## src/hw/mcc_regs.svh

```systemverilog
// register offsets, field positions, reset values and codes for the monitor and calibration control bank
// assumes inclusion by the package and the design files, definitions only
`ifndef MCC_REGS_SVH
`define MCC_REGS_SVH
`define MCC_ADDR_SYS 8'h09
`define MCC_ADDR_OFS_LO 8'h0A
`define MCC_ADDR_OFS_MID 8'h0B
`define MCC_ADDR_OFS_HI 8'h0C
`define MCC_ADDR_GAIN_LO 8'h0D
`define MCC_ADDR_GAIN_MID 8'h0E
`define MCC_ADDR_GAIN_HI 8'h0F
`define MCC_ADDR_PIN_IO 8'h10
`define MCC_RST_SYS 8'h10
`define MCC_RST_ZERO 8'h00
`define MCC_RST_GAIN_HI 8'h40
`define MCC_MON_MSB 7
`define MCC_MON_LSB 5
`define MCC_CAL_MSB 4
`define MCC_CAL_LSB 3
`define MCC_BIT_TIMEOUT 2
`define MCC_BIT_CRC 1
`define MCC_BIT_STATUS 0
`define MCC_MON_OFF 3'h0
`define MCC_MON_SHORT 3'h1
`define MCC_MON_TEMP 3'h2
`define MCC_MON_AVDD 3'h3
`define MCC_MON_DVDD 3'h4
`define MCC_MON_BO_LOW 3'h5
`define MCC_MON_BO_MID 3'h6
`define MCC_MON_BO_HIGH 3'h7
`define MCC_AVG_1 5'h01
`define MCC_AVG_4 5'h04
`define MCC_AVG_8 5'h08
`define MCC_AVG_16 5'h10
`define MCC_AMP_ON 2'h1
`define MCC_GAIN_UNITY 3'h0
`define MCC_GAIN_MAX_TEMP 3'h2
`define MCC_CRC_POLY 8'h07
`define MCC_CRC_INIT 8'h00
`define MCC_FRAME_LAST 3'h4
`endif

```

## src/hw/mcc_pkg.sv

```systemverilog
// types shared by the monitor and calibration control bank
// assumes the constants header for widths and codes
`include "mcc_regs.svh"
package mcc_pkg;
  typedef struct packed {
    logic [2:0] monitor_select;
    logic [1:0] calibration_average_count;
    logic timeout_enable;
    logic checksum_enable;
    logic status_prefix_enable;
  } mcc_sys_t;

  typedef struct packed {
    logic mid_short;
    logic temp_sense;
    logic avdd_mon;
    logic dvdd_mon;
    logic [2:0] burnout_sel;
    logic mux_open;
    logic [2:0] eff_gain;
  } mcc_analog_t;

  typedef struct packed {
    logic valid;
    logic [7:0] data;
    logic last;
  } mcc_byte_t;

  typedef enum logic [4:0] {
    MCC_IDLE = 5'h01,
    MCC_STAT = 5'h02,
    MCC_DATA = 5'h04,
    MCC_CHK = 5'h08,
    MCC_DONE = 5'h10
  } mcc_state_t;
endpackage : mcc_pkg

```

## src/hw/mcc_crc8.sv

```systemverilog
// one-byte crc-8 update step for the conversion frame checksum
// assumes the caller holds the running value and feeds bytes in send order
`timescale 1ns/1ns
`include "mcc_regs.svh"
module mcc_crc8 (
  input wire logic [7:0] crc_in, // running checksum
  input wire logic [7:0] data_in, // byte to fold in
  output logic [7:0] crc_out // updated checksum
);
  logic [7:0] stage [0:8];
  assign stage[0] = crc_in ^ data_in;
  genvar i;
  generate
    for (i = 0; i < 8; i++) begin : g_bit
      assign stage[i+1] = stage[i][7] ? ((stage[i] << 1) ^ `MCC_CRC_POLY) : (stage[i] << 1);
    end
  endgenerate
  assign crc_out = stage[8];
endmodule : mcc_crc8

```

## src/hw/mcc_ctrl.sv

```systemverilog
// monitor select, calibration averaging, framing options and trim value registers
// assumes a single-clock register port and a converter core giving result, status and result-ready strobes
//
// Function
// - code 000 no monitor; 001 shorts amplifier inputs to mid-supply, user gain.
// - code 010 routes temperature sensor; host enables amplifier with field 01.
// - code 011 measures analog supply over four; 100 digital supply over four.
// - codes 101, 110, 111 enable burn-out sources 0.2, 1, 10 uA.
// - short, temperature or supply monitor opens all input multiplexer switches.
// - supply monitor forces effective amplifier gain to one.
// - averaging codes 00..11 pick 1, 4, 8, 16 samples; reset 10.
// - bit 2 enables serial timeout; cleared at reset.
// - checksum bit appends crc over result and status byte when present.
// - bit 0 prepends a status byte to each result; cleared at reset.
// - 24-bit offset trim in three bytes, low byte first, reset zero.
// - 24-bit gain trim in three bytes, top byte resets 40h, others zero.
`timescale 1ns/1ns
`include "mcc_regs.svh"
module mcc_ctrl (
  input wire logic clk, // 20 MHz clock
  input wire logic reset_n, // synchronous reset, active low
  input wire logic [7:0] addr, // register address
  input wire logic [7:0] wdata, // write data
  input wire logic wr, // write strobe
  input wire logic rd, // read strobe
  output logic [7:0] rdata, // read data, cycle after rd
  input wire logic [1:0] amplifier_enable_field, // amplifier enable from the amp register
  input wire logic [2:0] gain_field, // programmed amplifier gain code
  input wire logic conv_valid, // result ready pulse
  input wire logic [23:0] conv_result, // conversion result
  input wire logic [7:0] conv_status, // status byte for the frame
  output mcc_pkg::mcc_analog_t analog, // analog front-end controls
  output logic [4:0] cal_samples, // conversions averaged during calibration
  output logic timeout_enable, // serial timeout enable
  output logic [23:0] offset_trim_value, // offset calibration value
  output logic [23:0] gain_trim_value, // gain calibration value
  output mcc_pkg::mcc_byte_t frame_byte, // outgoing frame byte
  output logic temp_setup_err // temperature monitor chosen with bad amp setup
);

  ////////////////////////////////////////////////////////////////////////////
  mcc_pkg::mcc_sys_t monitor_and_framing_control;
  logic [7:0] sys_bits;
  logic [7:0] ofs_lo, ofs_mid, ofs_hi, gain_lo, gain_mid, gain_hi, pin_io_value;
  assign sys_bits = monitor_and_framing_control;

  always_ff @(posedge clk) begin
    if (!reset_n) begin
      monitor_and_framing_control <= `MCC_RST_SYS;
    end else if (wr && addr == `MCC_ADDR_SYS) begin
      monitor_and_framing_control <= wdata;
    end
  end

  always_ff @(posedge clk) begin
    if (!reset_n) begin
      ofs_lo <= `MCC_RST_ZERO;
      ofs_mid <= `MCC_RST_ZERO;
      ofs_hi <= `MCC_RST_ZERO;
    end else if (wr) begin
      if (addr == `MCC_ADDR_OFS_LO) ofs_lo <= wdata;
      if (addr == `MCC_ADDR_OFS_MID) ofs_mid <= wdata;
      if (addr == `MCC_ADDR_OFS_HI) ofs_hi <= wdata;
    end
  end

  always_ff @(posedge clk) begin
    if (!reset_n) begin
      gain_lo <= `MCC_RST_ZERO;
      gain_mid <= `MCC_RST_ZERO;
      gain_hi <= `MCC_RST_GAIN_HI;
    end else if (wr) begin
      if (addr == `MCC_ADDR_GAIN_LO) gain_lo <= wdata;
      if (addr == `MCC_ADDR_GAIN_MID) gain_mid <= wdata;
      if (addr == `MCC_ADDR_GAIN_HI) gain_hi <= wdata;
    end
  end

  always_ff @(posedge clk) begin
    if (!reset_n) begin
      pin_io_value <= `MCC_RST_ZERO;
    end else if (wr && addr == `MCC_ADDR_PIN_IO) begin
      pin_io_value <= wdata;
    end
  end

  // low byte first: byte registers map straight onto the value slices
  always_ff @(posedge clk) begin
    if (!reset_n) begin
      offset_trim_value <= {`MCC_RST_ZERO, `MCC_RST_ZERO, `MCC_RST_ZERO};
      gain_trim_value <= {`MCC_RST_GAIN_HI, `MCC_RST_ZERO, `MCC_RST_ZERO};
    end else begin
      offset_trim_value <= {ofs_hi, ofs_mid, ofs_lo};
      gain_trim_value <= {gain_hi, gain_mid, gain_lo};
    end
  end

  // unmapped addresses read zero
  always_ff @(posedge clk) begin
    if (!reset_n) begin
      rdata <= `MCC_RST_ZERO;
    end else if (rd) begin
      case (addr)
        `MCC_ADDR_SYS: rdata <= sys_bits;
        `MCC_ADDR_OFS_LO: rdata <= ofs_lo;
        `MCC_ADDR_OFS_MID: rdata <= ofs_mid;
        `MCC_ADDR_OFS_HI: rdata <= ofs_hi;
        `MCC_ADDR_GAIN_LO: rdata <= gain_lo;
        `MCC_ADDR_GAIN_MID: rdata <= gain_mid;
        `MCC_ADDR_GAIN_HI: rdata <= gain_hi;
        `MCC_ADDR_PIN_IO: rdata <= pin_io_value;
        default: rdata <= `MCC_RST_ZERO;
      endcase
    end else begin
      rdata <= `MCC_RST_ZERO;
    end
  end

  ////////////////////////////////////////////////////////////////////////////
  mcc_pkg::mcc_analog_t next_analog;
  always_comb begin
    next_analog = '0;
    next_analog.eff_gain = gain_field;
    case (monitor_and_framing_control.monitor_select)
      `MCC_MON_OFF: next_analog.mux_open = 1'b0;
      `MCC_MON_SHORT: begin
        next_analog.mid_short = 1'b1;
        next_analog.mux_open = 1'b1;
      end
      `MCC_MON_TEMP: begin
        next_analog.temp_sense = 1'b1;
        next_analog.mux_open = 1'b1;
      end
      `MCC_MON_AVDD: begin
        next_analog.avdd_mon = 1'b1;
        next_analog.mux_open = 1'b1;
        next_analog.eff_gain = `MCC_GAIN_UNITY;
      end
      `MCC_MON_DVDD: begin
        next_analog.dvdd_mon = 1'b1;
        next_analog.mux_open = 1'b1;
        next_analog.eff_gain = `MCC_GAIN_UNITY;
      end
      `MCC_MON_BO_LOW: next_analog.burnout_sel = 3'h1;
      `MCC_MON_BO_MID: next_analog.burnout_sel = 3'h2;
      `MCC_MON_BO_HIGH: next_analog.burnout_sel = 3'h4;
      default: next_analog.mux_open = 1'b0;
    endcase
  end

  always_ff @(posedge clk) begin
    if (!reset_n) begin
      analog <= '0;
    end else begin
      analog <= next_analog;
    end
  end

  // the device does not fix a bad host setup; it only flags it
  always_ff @(posedge clk) begin
    if (!reset_n) begin
      temp_setup_err <= 1'b0;
    end else begin
      temp_setup_err <= (monitor_and_framing_control.monitor_select == `MCC_MON_TEMP) &&
        ((amplifier_enable_field != `MCC_AMP_ON) || (gain_field > `MCC_GAIN_MAX_TEMP));
    end
  end

  always_ff @(posedge clk) begin
    if (!reset_n) begin
      cal_samples <= `MCC_AVG_8;
      timeout_enable <= 1'b0;
    end else begin
      case (monitor_and_framing_control.calibration_average_count)
        2'h0: cal_samples <= `MCC_AVG_1;
        2'h1: cal_samples <= `MCC_AVG_4;
        2'h2: cal_samples <= `MCC_AVG_8;
        default: cal_samples <= `MCC_AVG_16;
      endcase
      timeout_enable <= monitor_and_framing_control.timeout_enable;
    end
  end

  ////////////////////////////////////////////////////////////////////////////
  // framing options are sampled at frame start so a mid-frame write cannot tear it
  mcc_pkg::mcc_state_t state;
  logic [23:0] res_q;
  logic [7:0] stat_q, crc;
  logic [1:0] idx;
  logic use_stat, use_crc;
  logic [7:0] cur_byte, next_crc;

  always_comb begin
    case (idx)
      2'h0: cur_byte = res_q[23:16];
      2'h1: cur_byte = res_q[15:8];
      default: cur_byte = res_q[7:0];
    endcase
  end

  mcc_crc8 u_crc (
    .crc_in(crc),
    .data_in(state == mcc_pkg::MCC_STAT ? stat_q : cur_byte),
    .crc_out(next_crc)
  );

  always_ff @(posedge clk) begin
    if (!reset_n) begin
      state <= mcc_pkg::MCC_IDLE;
      res_q <= '0;
      stat_q <= `MCC_RST_ZERO;
      crc <= `MCC_CRC_INIT;
      idx <= 2'h0;
      use_stat <= 1'b0;
      use_crc <= 1'b0;
      frame_byte <= '0;
    end else begin
      frame_byte <= '0;
      case (state)
        mcc_pkg::MCC_IDLE: begin
          if (conv_valid) begin
            res_q <= conv_result;
            stat_q <= conv_status;
            use_stat <= monitor_and_framing_control.status_prefix_enable;
            use_crc <= monitor_and_framing_control.checksum_enable;
            crc <= `MCC_CRC_INIT;
            idx <= 2'h0;
            state <= monitor_and_framing_control.status_prefix_enable ? mcc_pkg::MCC_STAT : mcc_pkg::MCC_DATA;
          end
        end
        mcc_pkg::MCC_STAT: begin
          frame_byte <= '{valid: 1'b1, data: stat_q, last: 1'b0};
          crc <= next_crc;
          state <= mcc_pkg::MCC_DATA;
        end
        mcc_pkg::MCC_DATA: begin
          frame_byte <= '{valid: 1'b1, data: cur_byte, last: (idx == 2'h2) && !use_crc};
          crc <= next_crc;
          idx <= idx + 2'h1;
          if (idx == 2'h2) state <= use_crc ? mcc_pkg::MCC_CHK : mcc_pkg::MCC_DONE;
        end
        mcc_pkg::MCC_CHK: begin
          frame_byte <= '{valid: 1'b1, data: crc, last: 1'b1};
          state <= mcc_pkg::MCC_DONE;
        end
        mcc_pkg::MCC_DONE: state <= mcc_pkg::MCC_IDLE;
        default: state <= mcc_pkg::MCC_IDLE;
      endcase
    end
  end

  ////////////////////////////////////////////////////////////////////////////
  // a result is taken only from idle; the frame checks below all start there
  logic take_frame;
  assign take_frame = (state == mcc_pkg::MCC_IDLE) && conv_valid;

  supply_gain_a: assert property (@(posedge clk) disable iff (!reset_n)
    (monitor_and_framing_control.monitor_select inside {`MCC_MON_AVDD, `MCC_MON_DVDD})
      |=> analog.eff_gain == `MCC_GAIN_UNITY && analog.mux_open)
    else $error("supply monitor without unity gain");
  mux_open_a: assert property (@(posedge clk) disable iff (!reset_n)
    (monitor_and_framing_control.monitor_select inside {[`MCC_MON_SHORT:`MCC_MON_DVDD]}) |=> analog.mux_open)
    else $error("multiplexer not open during monitor");
  mon_off_a: assert property (@(posedge clk) disable iff (!reset_n)
    monitor_and_framing_control.monitor_select == `MCC_MON_OFF |=> !analog.mux_open && analog.burnout_sel == 3'h0 && !analog.mid_short)
    else $error("monitor active while disabled");
  short_gain_a: assert property (@(posedge clk) disable iff (!reset_n)
    monitor_and_framing_control.monitor_select == `MCC_MON_SHORT |=> analog.mid_short && analog.eff_gain == $past(gain_field))
    else $error("mid-supply short wrong or user gain lost");
  temp_route_a: assert property (@(posedge clk) disable iff (!reset_n)
    monitor_and_framing_control.monitor_select == `MCC_MON_TEMP |=> analog.temp_sense && analog.eff_gain == $past(gain_field))
    else $error("temperature sensor not routed");
  avdd_route_a: assert property (@(posedge clk) disable iff (!reset_n)
    monitor_and_framing_control.monitor_select == `MCC_MON_AVDD |=> analog.avdd_mon && !analog.dvdd_mon)
    else $error("analog supply monitor not routed");
  dvdd_route_a: assert property (@(posedge clk) disable iff (!reset_n)
    monitor_and_framing_control.monitor_select == `MCC_MON_DVDD |=> analog.dvdd_mon && !analog.avdd_mon)
    else $error("digital supply monitor not routed");
  burnout_sel_a: assert property (@(posedge clk) disable iff (!reset_n)
    monitor_and_framing_control.monitor_select == `MCC_MON_BO_HIGH |=> analog.burnout_sel == 3'h4 && !analog.mux_open)
    else $error("wrong burn-out source");
  burnout_low_a: assert property (@(posedge clk) disable iff (!reset_n)
    monitor_and_framing_control.monitor_select == `MCC_MON_BO_LOW |=> analog.burnout_sel == 3'h1 && !analog.mux_open)
    else $error("wrong low burn-out source");
  burnout_mid_a: assert property (@(posedge clk) disable iff (!reset_n)
    monitor_and_framing_control.monitor_select == `MCC_MON_BO_MID |=> analog.burnout_sel == 3'h2 && analog.eff_gain == $past(gain_field))
    else $error("wrong mid burn-out source");
  temp_err_a: assert property (@(posedge clk) disable iff (!reset_n)
    monitor_and_framing_control.monitor_select == `MCC_MON_TEMP && gain_field > `MCC_GAIN_MAX_TEMP |=> temp_setup_err)
    else $error("temperature gain fault not flagged");
  temp_ok_a: assert property (@(posedge clk) disable iff (!reset_n)
    monitor_and_framing_control.monitor_select == `MCC_MON_TEMP && amplifier_enable_field == `MCC_AMP_ON && gain_field <= `MCC_GAIN_MAX_TEMP
      |=> !temp_setup_err)
    else $error("legal temperature setup flagged");
  avg_count_a: assert property (@(posedge clk) disable iff (!reset_n)
    monitor_and_framing_control.calibration_average_count == 2'h1 |=> cal_samples == `MCC_AVG_4)
    else $error("wrong averaging count");
  avg_one_a: assert property (@(posedge clk) disable iff (!reset_n)
    monitor_and_framing_control.calibration_average_count == 2'h0 |=> cal_samples == `MCC_AVG_1)
    else $error("single sample count wrong");
  avg_max_a: assert property (@(posedge clk) disable iff (!reset_n)
    monitor_and_framing_control.calibration_average_count == 2'h3 |=> cal_samples == `MCC_AVG_16)
    else $error("largest sample count wrong");
  timeout_rst_a: assert property (@(posedge clk)
    !reset_n |=> !timeout_enable && cal_samples == `MCC_AVG_8)
    else $error("timeout or averaging reset wrong");
  timeout_bit_a: assert property (@(posedge clk) disable iff (!reset_n)
    1'b1 |=> timeout_enable == $past(monitor_and_framing_control.timeout_enable))
    else $error("timeout enable does not follow its bit");
  gain_rst_a: assert property (@(posedge clk)
    !reset_n ##1 reset_n |=> gain_trim_value == {`MCC_RST_GAIN_HI, `MCC_RST_ZERO, `MCC_RST_ZERO})
    else $error("gain trim reset wrong");
  gain_low_wr_a: assert property (@(posedge clk) disable iff (!reset_n)
    wr && addr == `MCC_ADDR_GAIN_LO |=> ##1 gain_trim_value[7:0] == $past(wdata, 2))
    else $error("gain low byte not placed");
  offset_wr_a: assert property (@(posedge clk) disable iff (!reset_n)
    wr && addr == `MCC_ADDR_OFS_HI |=> ##1 offset_trim_value[23:16] == $past(wdata, 2))
    else $error("offset high byte not placed");
  offset_low_wr_a: assert property (@(posedge clk) disable iff (!reset_n)
    wr && addr == `MCC_ADDR_OFS_LO |=> ##1 offset_trim_value[7:0] == $past(wdata, 2))
    else $error("offset low byte not placed");
  stat_first_a: assert property (@(posedge clk) disable iff (!reset_n)
    take_frame && monitor_and_framing_control.status_prefix_enable |=> ##1 frame_byte.data == $past(conv_status, 2))
    else $error("status byte not first");
  result_first_a: assert property (@(posedge clk) disable iff (!reset_n)
    take_frame && !monitor_and_framing_control.status_prefix_enable
      |=> ##1 frame_byte.valid && frame_byte.data == $past(conv_result[23:16], 2))
    else $error("result top byte not first");
  result_msb_a: assert property (@(posedge clk) disable iff (!reset_n)
    take_frame && monitor_and_framing_control.status_prefix_enable |=> ##2 frame_byte.data == $past(conv_result[23:16], 3))
    else $error("result top byte not after status");
  crc_last_a: assert property (@(posedge clk) disable iff (!reset_n)
    take_frame && monitor_and_framing_control.checksum_enable && !monitor_and_framing_control.status_prefix_enable |=> ##4 frame_byte.valid && frame_byte.last)
    else $error("crc byte not at end");
  crc_full_a: assert property (@(posedge clk) disable iff (!reset_n)
    take_frame && monitor_and_framing_control.checksum_enable && monitor_and_framing_control.status_prefix_enable |=> ##5 frame_byte.valid && frame_byte.last)
    else $error("crc byte not at end of full frame");
  plain_last_a: assert property (@(posedge clk) disable iff (!reset_n)
    take_frame && !monitor_and_framing_control.checksum_enable && !monitor_and_framing_control.status_prefix_enable
      |=> ##3 frame_byte.last && frame_byte.data == $past(conv_result[7:0], 4))
    else $error("bare frame does not end on result low byte");

  cov_full_frame: cover property (@(posedge clk) disable iff (!reset_n)
    take_frame && monitor_and_framing_control.status_prefix_enable && monitor_and_framing_control.checksum_enable);
  cov_temp: cover property (@(posedge clk) disable iff (!reset_n) analog.temp_sense);
  cov_supply: cover property (@(posedge clk) disable iff (!reset_n) analog.dvdd_mon);
  cov_short: cover property (@(posedge clk) disable iff (!reset_n) analog.mid_short);
  cov_burnout: cover property (@(posedge clk) disable iff (!reset_n) analog.burnout_sel == 3'h4);
endmodule : mcc_ctrl

```

## config.mk

```make
export PLATFORM = sky130hd
export DESIGN_NAME = mcc_ctrl
export DESIGN_NICKNAME = d
export VERILOG_FILES = /design/src/hw/mcc_pkg.sv /design/src/hw/mcc_crc8.sv /design/src/hw/mcc_ctrl.sv
export VERILOG_INCLUDE_DIRS = /design/src /design/src/hw
export SDC_FILE = /design/constraint.sdc
export NUM_CORES = 1
export LEC_CHECK = 0
export ABC_AREA = 1
export BUFFER_PORTS_ARGS = -buffer_cell sky130_fd_sc_hd__buf_2
export CAP_MARGIN = 20
export CORE_MARGIN = 3
export CORE_UTILIZATION = 40
export DETAILED_ROUTE_END_ITERATION = 8
export SLEW_MARGIN = 10
export SYNTH_ARGS = -nofsm -noshare
export SYNTH_HDL_FRONTEND = slang
export SYNTH_SLANG_ARGS = --single-unit
```

## constraint.sdc

```tcl
create_clock -name clk -period 4.35 [get_ports clk]
set_clock_uncertainty 0.1 [all_clocks]
set_input_delay 0.6525 -clock clk [delete_from_list [all_inputs] [get_ports clk]]
set_output_delay 0.6525 -clock clk [all_outputs]
set_load 0.01 [all_outputs]
```

=== After elaboration in Yosys (flattened, before gate mapping) ===
Index checks and enable logic that the tools add are counted.

* Latch bits: 0
* Bits of input ports: 58
* ROM bits: 0
* Memories kept: 0
* RAM bits: 0
* Register bits: 196
* Output and inout port bits: 84

* Reductions and logical operators: 24
* Muxes and demuxes: 28
* Multipliers: 0
* Add/subtract/negate cells: 1
* Equality and inequality tests: 26
* Shifts and indexed selects: 0
* Magnitude comparators: 1
* Divide/modulo/power cells: 0
* Bitwise operators: 10

{| class="wikitable"
|+ Operators by type and width
! kind !! count
|-
| $pmux W8 S8 || 1
|-
| $eq A8 B4 Y1 const B || 7
|-
| $pmux W8 S2 || 2
|-
| $pmux W10 S3 || 1
|-
| $mux W3 || 9
|-
| $not A3 Y3 || 8
|-
| $reduce_and A2 Y1 || 11
|-
| $pmux W5 S4 || 1
|-
| $mux W8 || 2
|-
| $mux W5 || 3
|-
| $pmux W5 S3 || 1
|-
| $eq A3 B3 Y1 const B || 4
|-
| $pmux W3 S3 || 1
|-
| $eq A8 B5 Y1 const B || 1
|-
| $xor A8 B8 Y8 || 1
|-
| $eq A3 B2 Y1 const B || 2
|-
| $eq A5 B1 Y1 const B || 1
|-
| $eq A5 B2 Y1 const B || 1
|-
| $eq A5 B3 Y1 const B || 1
|-
| $eq A5 B4 Y1 const B || 1
|-
| $mux W1 || 5
|-
| $eq A2 B1 Y1 const B || 2
|-
| $eq A2 B2 Y1 const B || 2
|-
| $logic_and A1 B1 Y1 || 4
|-
| other kinds (15) || 18
|}

=== Logic depth before layout (Yosys ltp) ===
* Depth after elaboration: 21
* Mapped depth: 18
* Depth with buffers taken out: 17

=== Modules after synthesis ===
Synthesis repeated with hierarchy kept, for this count alone.

* Cells, all modules: 1065
* Area, all modules: 8010.2 um2

{| class="wikitable"
|+ By module, submodules not included
! module !! cells each !! area an instance (um2) !! instances
|-
| mcc_ctrl || 991 || 7632.3 || 1
|-
| mcc_crc8 || 74 || 377.9 || 1
|}

=== Worst setup path after synthesis ===
Ideal clock, no wire load.

* Path type: input-to-reg
* From: input addr[5]
* To: register ofs_lo[5]
* Required time: 4.131 ns
* Setup time: 0.119 ns
* Arrival: 1.727 ns
* Path slack: 2.404 ns
* Stages: 9
* Cell sequence: nor2_1 > nand3_2 > inv_2 > nand4_2 > inv_1 > nand2_1 > buf_2 > o21ai_0 > a21oi_1

* Word-level cells in the longest chain between the ends: 2

{| class="wikitable"
|+ Ends and longest elaborated chain
! item !! line !! source
|-
| start: declaration || mcc_ctrl.sv:22 || <nowiki>input wire logic [7:0] addr,</nowiki>
|-
| $eq A8 B4 Y1 || n/a ||
|-
| $reduce_and A2 Y1 (no source line) || n/a ||
|-
| end signal: assignment || mcc_ctrl.sv:57 || <nowiki>ofs_lo <= `MCC_RST_ZERO;</nowiki>
|-
| end signal: assignment || mcc_ctrl.sv:61 || <nowiki>if (addr == `MCC_ADDR_OFS_LO) ofs_lo <= wdata;</nowiki>
|-
| end: declaration || mcc_ctrl.sv:44 || <nowiki>logic [7:0] ofs_lo, ofs_mid, ofs_hi, gain_lo, gain_mid, gain_hi, pin_io_value;</nowiki>
|}

No other way between the ends.
A chain may end at the register's enable or synchronous reset.

=== Final worst setup path ===
* From: register idx[0]
* To: register crc[2]

* Word-level cells in the longest chain between the ends: 10

{| class="wikitable"
|+ Ends and longest elaborated chain
! item !! line !! source
|-
| start: declaration || mcc_ctrl.sv:189 || <nowiki>logic [1:0] idx;</nowiki>
|-
| start signal: assignment || mcc_ctrl.sv:239 || <nowiki>idx <= idx + 2'h1;</nowiki>
|-
| $eq A2 B1 Y1 or $logic_not A2 Y1 (tied branches) || mcc_ctrl.sv:194 || <nowiki>case (idx)</nowiki>
|-
| $pmux W8 S2 * || mcc_ctrl.sv:194 ||
|-
| $mux W8 * || mcc_ctrl.sv:203 || <nowiki>.data_in(state == mcc_pkg::MCC_STAT ? stat_q : cur_byte),</nowiki>
|-
| $xor A8 B8 Y8 * || mcc_crc8.sv:11 || <nowiki>assign stage[0] = crc_in ^ data_in;</nowiki>
|-
| $mux W3 or $not A3 Y3 (tied branches) || n/a ||
|-
| $not A3 Y3 (no source line) or $mux W3 (tied branches) || n/a ||
|-
| $mux W3 or $not A3 Y3 (tied branches) || n/a ||
|-
| $not A3 Y3 (no source line) or $mux W3 (tied branches) || n/a ||
|-
| $mux W3 * || mcc_crc8.sv:15 || <nowiki>assign stage[i+1] = stage[i][7] ? ((stage[i] << 1) ^ `MCC_CRC_POLY) : (stage[i] << 1);</nowiki>
|-
| $pmux W8 S2 * || mcc_ctrl.sv:219 || <nowiki>case (state)</nowiki>
|-
| end signal: assignment || mcc_ctrl.sv:226 || <nowiki>crc <= `MCC_CRC_INIT;</nowiki>
|-
| end signal: assignment || mcc_ctrl.sv:233 || <nowiki>crc <= next_crc;</nowiki>
|-
| end signal: assignment || mcc_ctrl.sv:238 || <nowiki>crc <= next_crc;</nowiki>
|-
| end: declaration || mcc_ctrl.sv:188 || <nowiki>logic [7:0] stat_q, crc;</nowiki>
|}

Mark *: on every way between the ends. The rest lies on a longest branch, timed or not.

==> flow_summary.ini <==
[cells_and_area]
multi_input_area_um2 = 3020
diodes = 0
post-route-cell-area_um2 = 9070
layout-drive-gt1-share = 0.195
nNetsFinal = 1169
final_cells = 1350
syn_to_final_growth_pct = 18.8
seq_area_um2 = 3900
n_fill_cell = 1842

[yosys]
avgSynthCellArea_um2 = 7.75
synth_top_area_cell = dfxtp_1
synth_top_area_share = 0.511
synth_commonest_cells = 206 x nand2_1, 195 x dfxtp_1, 129 x inv_1, 92 x nor2_1
ys_warn_count = 0
synth-seq-cells = 195
netlist_area_um2 = 7640
seq_area_frac_synth = 0.511
synthArstFlopShare = 0
ys_top_cells_by_area = dfxtp_1 51%, nand2_1 10%, inv_1 6.3%
synth_flop_cell = dfxtp_1
synth-edff-count = 0
synth_most_common_cell = nand2_1
synth_cell_types = 36
synth_cells = 986
synth_nets = 1047

[setup_path]
r2r_cells = 16
required_ns = 4.52
cp_slowest_stage_delay_ns = 0.36
cp-start-kind = flop
crit_path_max_fanout = 9
worstPathArrival_ns = 2.57
crit_top_cell = nand2_1
worstSetupEndpointType = flop
cp_slowest_cell = ha_1
path_class = reg -> reg
cp_cell_sequence = inv_1, ha_1, nor2_4, nand2_1, nand2_1, nand2_1, nand2_1, nand2_1, nand2_1, nand2_1, nand2_1, nand2_1, nand2_1, nand2_1, nand3_1, a21oi_1

[timing]
worstMarginPinSlew_ns = 1.00
grt_setup_unrepaired = false
timing.slew.headroom = 0.333
fmax_mhz = 416
hold_viol_final = 0
period_needed_ns = 2.41
setup_tns_ns = 0
setup_viol = 0
maxSlewViolCount = 0
fin_crit_sh = 0.553

[hold_path]
hold_path.class = in -> reg
hold_path_depth = 3

[status]
status = completed

[floorplanning]
dieArea_um2 = 20800
rows = 49
start_util = 0.417
die-height_um = 144
pin_count = 142
core_area_um2 = 18300
die_w_um = 144

[cts]
cts-root-buf = clkbuf_16
cts_buffers = 17
holdBufCountCts = 0
clkLatencyLatePin_ns = 0.43
cts.path.max_buffers = 2
cts_sinks = 195
cts_tree = yes
cts.htree.levels = 4
cts_resized = 0
clkTransAtPathRegs_ns = 0.08
postCtsSetupBuffers = 0

[placement]
routabilityCongestion = 0.850
dp_hpwl_mm = 14.4
place_area_um2 = 8460
dpl.cell_count = 1317
port_buffers = 140

[route]
ant_nets = 0
wire_per_inst_um = 15.1
routed_wl_mm = 20.4
first_pass_iters = 5
route.detailed.drc = 0
vias = 6778
dr.first_iter.drc_count = 688
routed_via_density = 5.02

[pwr]
ir_worst_vdd_v = 0.000386
sw_frac_of_total = 0.300
p_seq_frac = 0.472
powerDensity_nw_per_um2 = 446
p_sw_uw = 1210
internal_power_uw = 2830
combPwrFrac = 0.144
leakagePower_uw = 0.00431
clockPowerShare = 0.384
power_uw = 4050

[global_routing]
antenna_found_initial = 0
grt_usage = 0.196
grt_pass1_wl_mm = 32.0
grt_max_degree = 72
grt_remaining_overflow = 0
grt_pass1_vias = 6039

[flow_run]
maxCapViolCount = 0
state kept, by name, summed over array words and instances (netlist names), 10 cells and up:
| signal | flops |
|---|---|
| frame_byte | 10 |
| res_q | 24 |
| offset_trim_value | 24 |
| gain_trim_value | 24 |
| analog | 11 |
path summary, 6_finish.rpt:
path,startpoint,end,slack (ns)
hold reg to reg,ofs_lo[4],offset_trim_value[4],0.34
setup reg to reg,idx[0],crc[2],1.94
hold / removal,conv_result[12],res_q[12],0.34
setup / recovery,idx[0],crc[2],1.94
area by class of cell:
type	instances	share of cell area
flip-flops and latches	195	0.430
multi-input cells	612	0.333
repair buffers	144	0.0816
inverters	138	0.0572
clock buffers	18	0.0484
well taps	229	0.0316
clock inverters	14	0.0178
metrics by stage:
step	hold slack (ns)	util	setup slack (ns)
2_1_floorplan	0.300	-	2.40
3_3_place_gp	0.332	0.461	1.79
3_5_place_dp	0.325	0.461	1.75
4_1_cts	0.324	0.494	1.97
5_1_grt	0.331	0.495	1.63
6_report	0.336	0.495	1.94
worst max-delay path, delay by kind of cell (launching register included):
kind	cells	cell delay, ns
buf+inv	1	0.09
compound gates	1	0.06
flops	1	0.34
fa+ha+maj	1	0.36
simple gates	13	1.29
cells in the final DEF (no fill, tap or decap), types with 2 or more instances in the layout:
master	instances
o21ai_0	75
nor2_2	3
clkinv_2	2
clkinv_4	2
inv_2	8
ha_1	3
nand4_1	4
o21ai_1	2
nand3_1	60
clkbuf_16	17
dfxtp_1	195
nor2_1	92
clkinv_8	5
nor3_1	6
inv_6	4
buf_4	4
nor2_4	6
nor4_1	2
nor4_4	2
a221oi_1	16
inv_8	2
nand4_2	2
nand2_2	16
a211oi_1	15
nand2_1	206
inv_1	129
a21oi_1	75
buf_2	139
o211ai_1	14
nor3_4	2
o22ai_1	4
power by group through the flow:
stage,Sequential (µW),Clock [µW],Combinational [µW]
after CTS,1910,1590,573
after floorplan,1940,0,421
final,1910,1550,583
after global routing,1920,1670,672
after global placement,1950,0,560
after detailed placement,1950,0,570
layer usage:
metal  up-vias  GRT usage  routed length [µm]
met1      3054      0.305               10400
met5         -          0                   0
met2       265      0.268                8260
met4         0     0.0520                 265
li1       3437          -                   -
met3        22     0.0466                1500
cell families after synthesis:
group | synth area share
adder cells (fa/ha/maj) | 0.00491
AO/OA/AOI/OAI | 0.153
buffers and inverters | 0.0940
flip-flops | 0.511
AND/OR/NAND/NOR | 0.236
other | 0.000491
(Power assumes the default switching activity.)
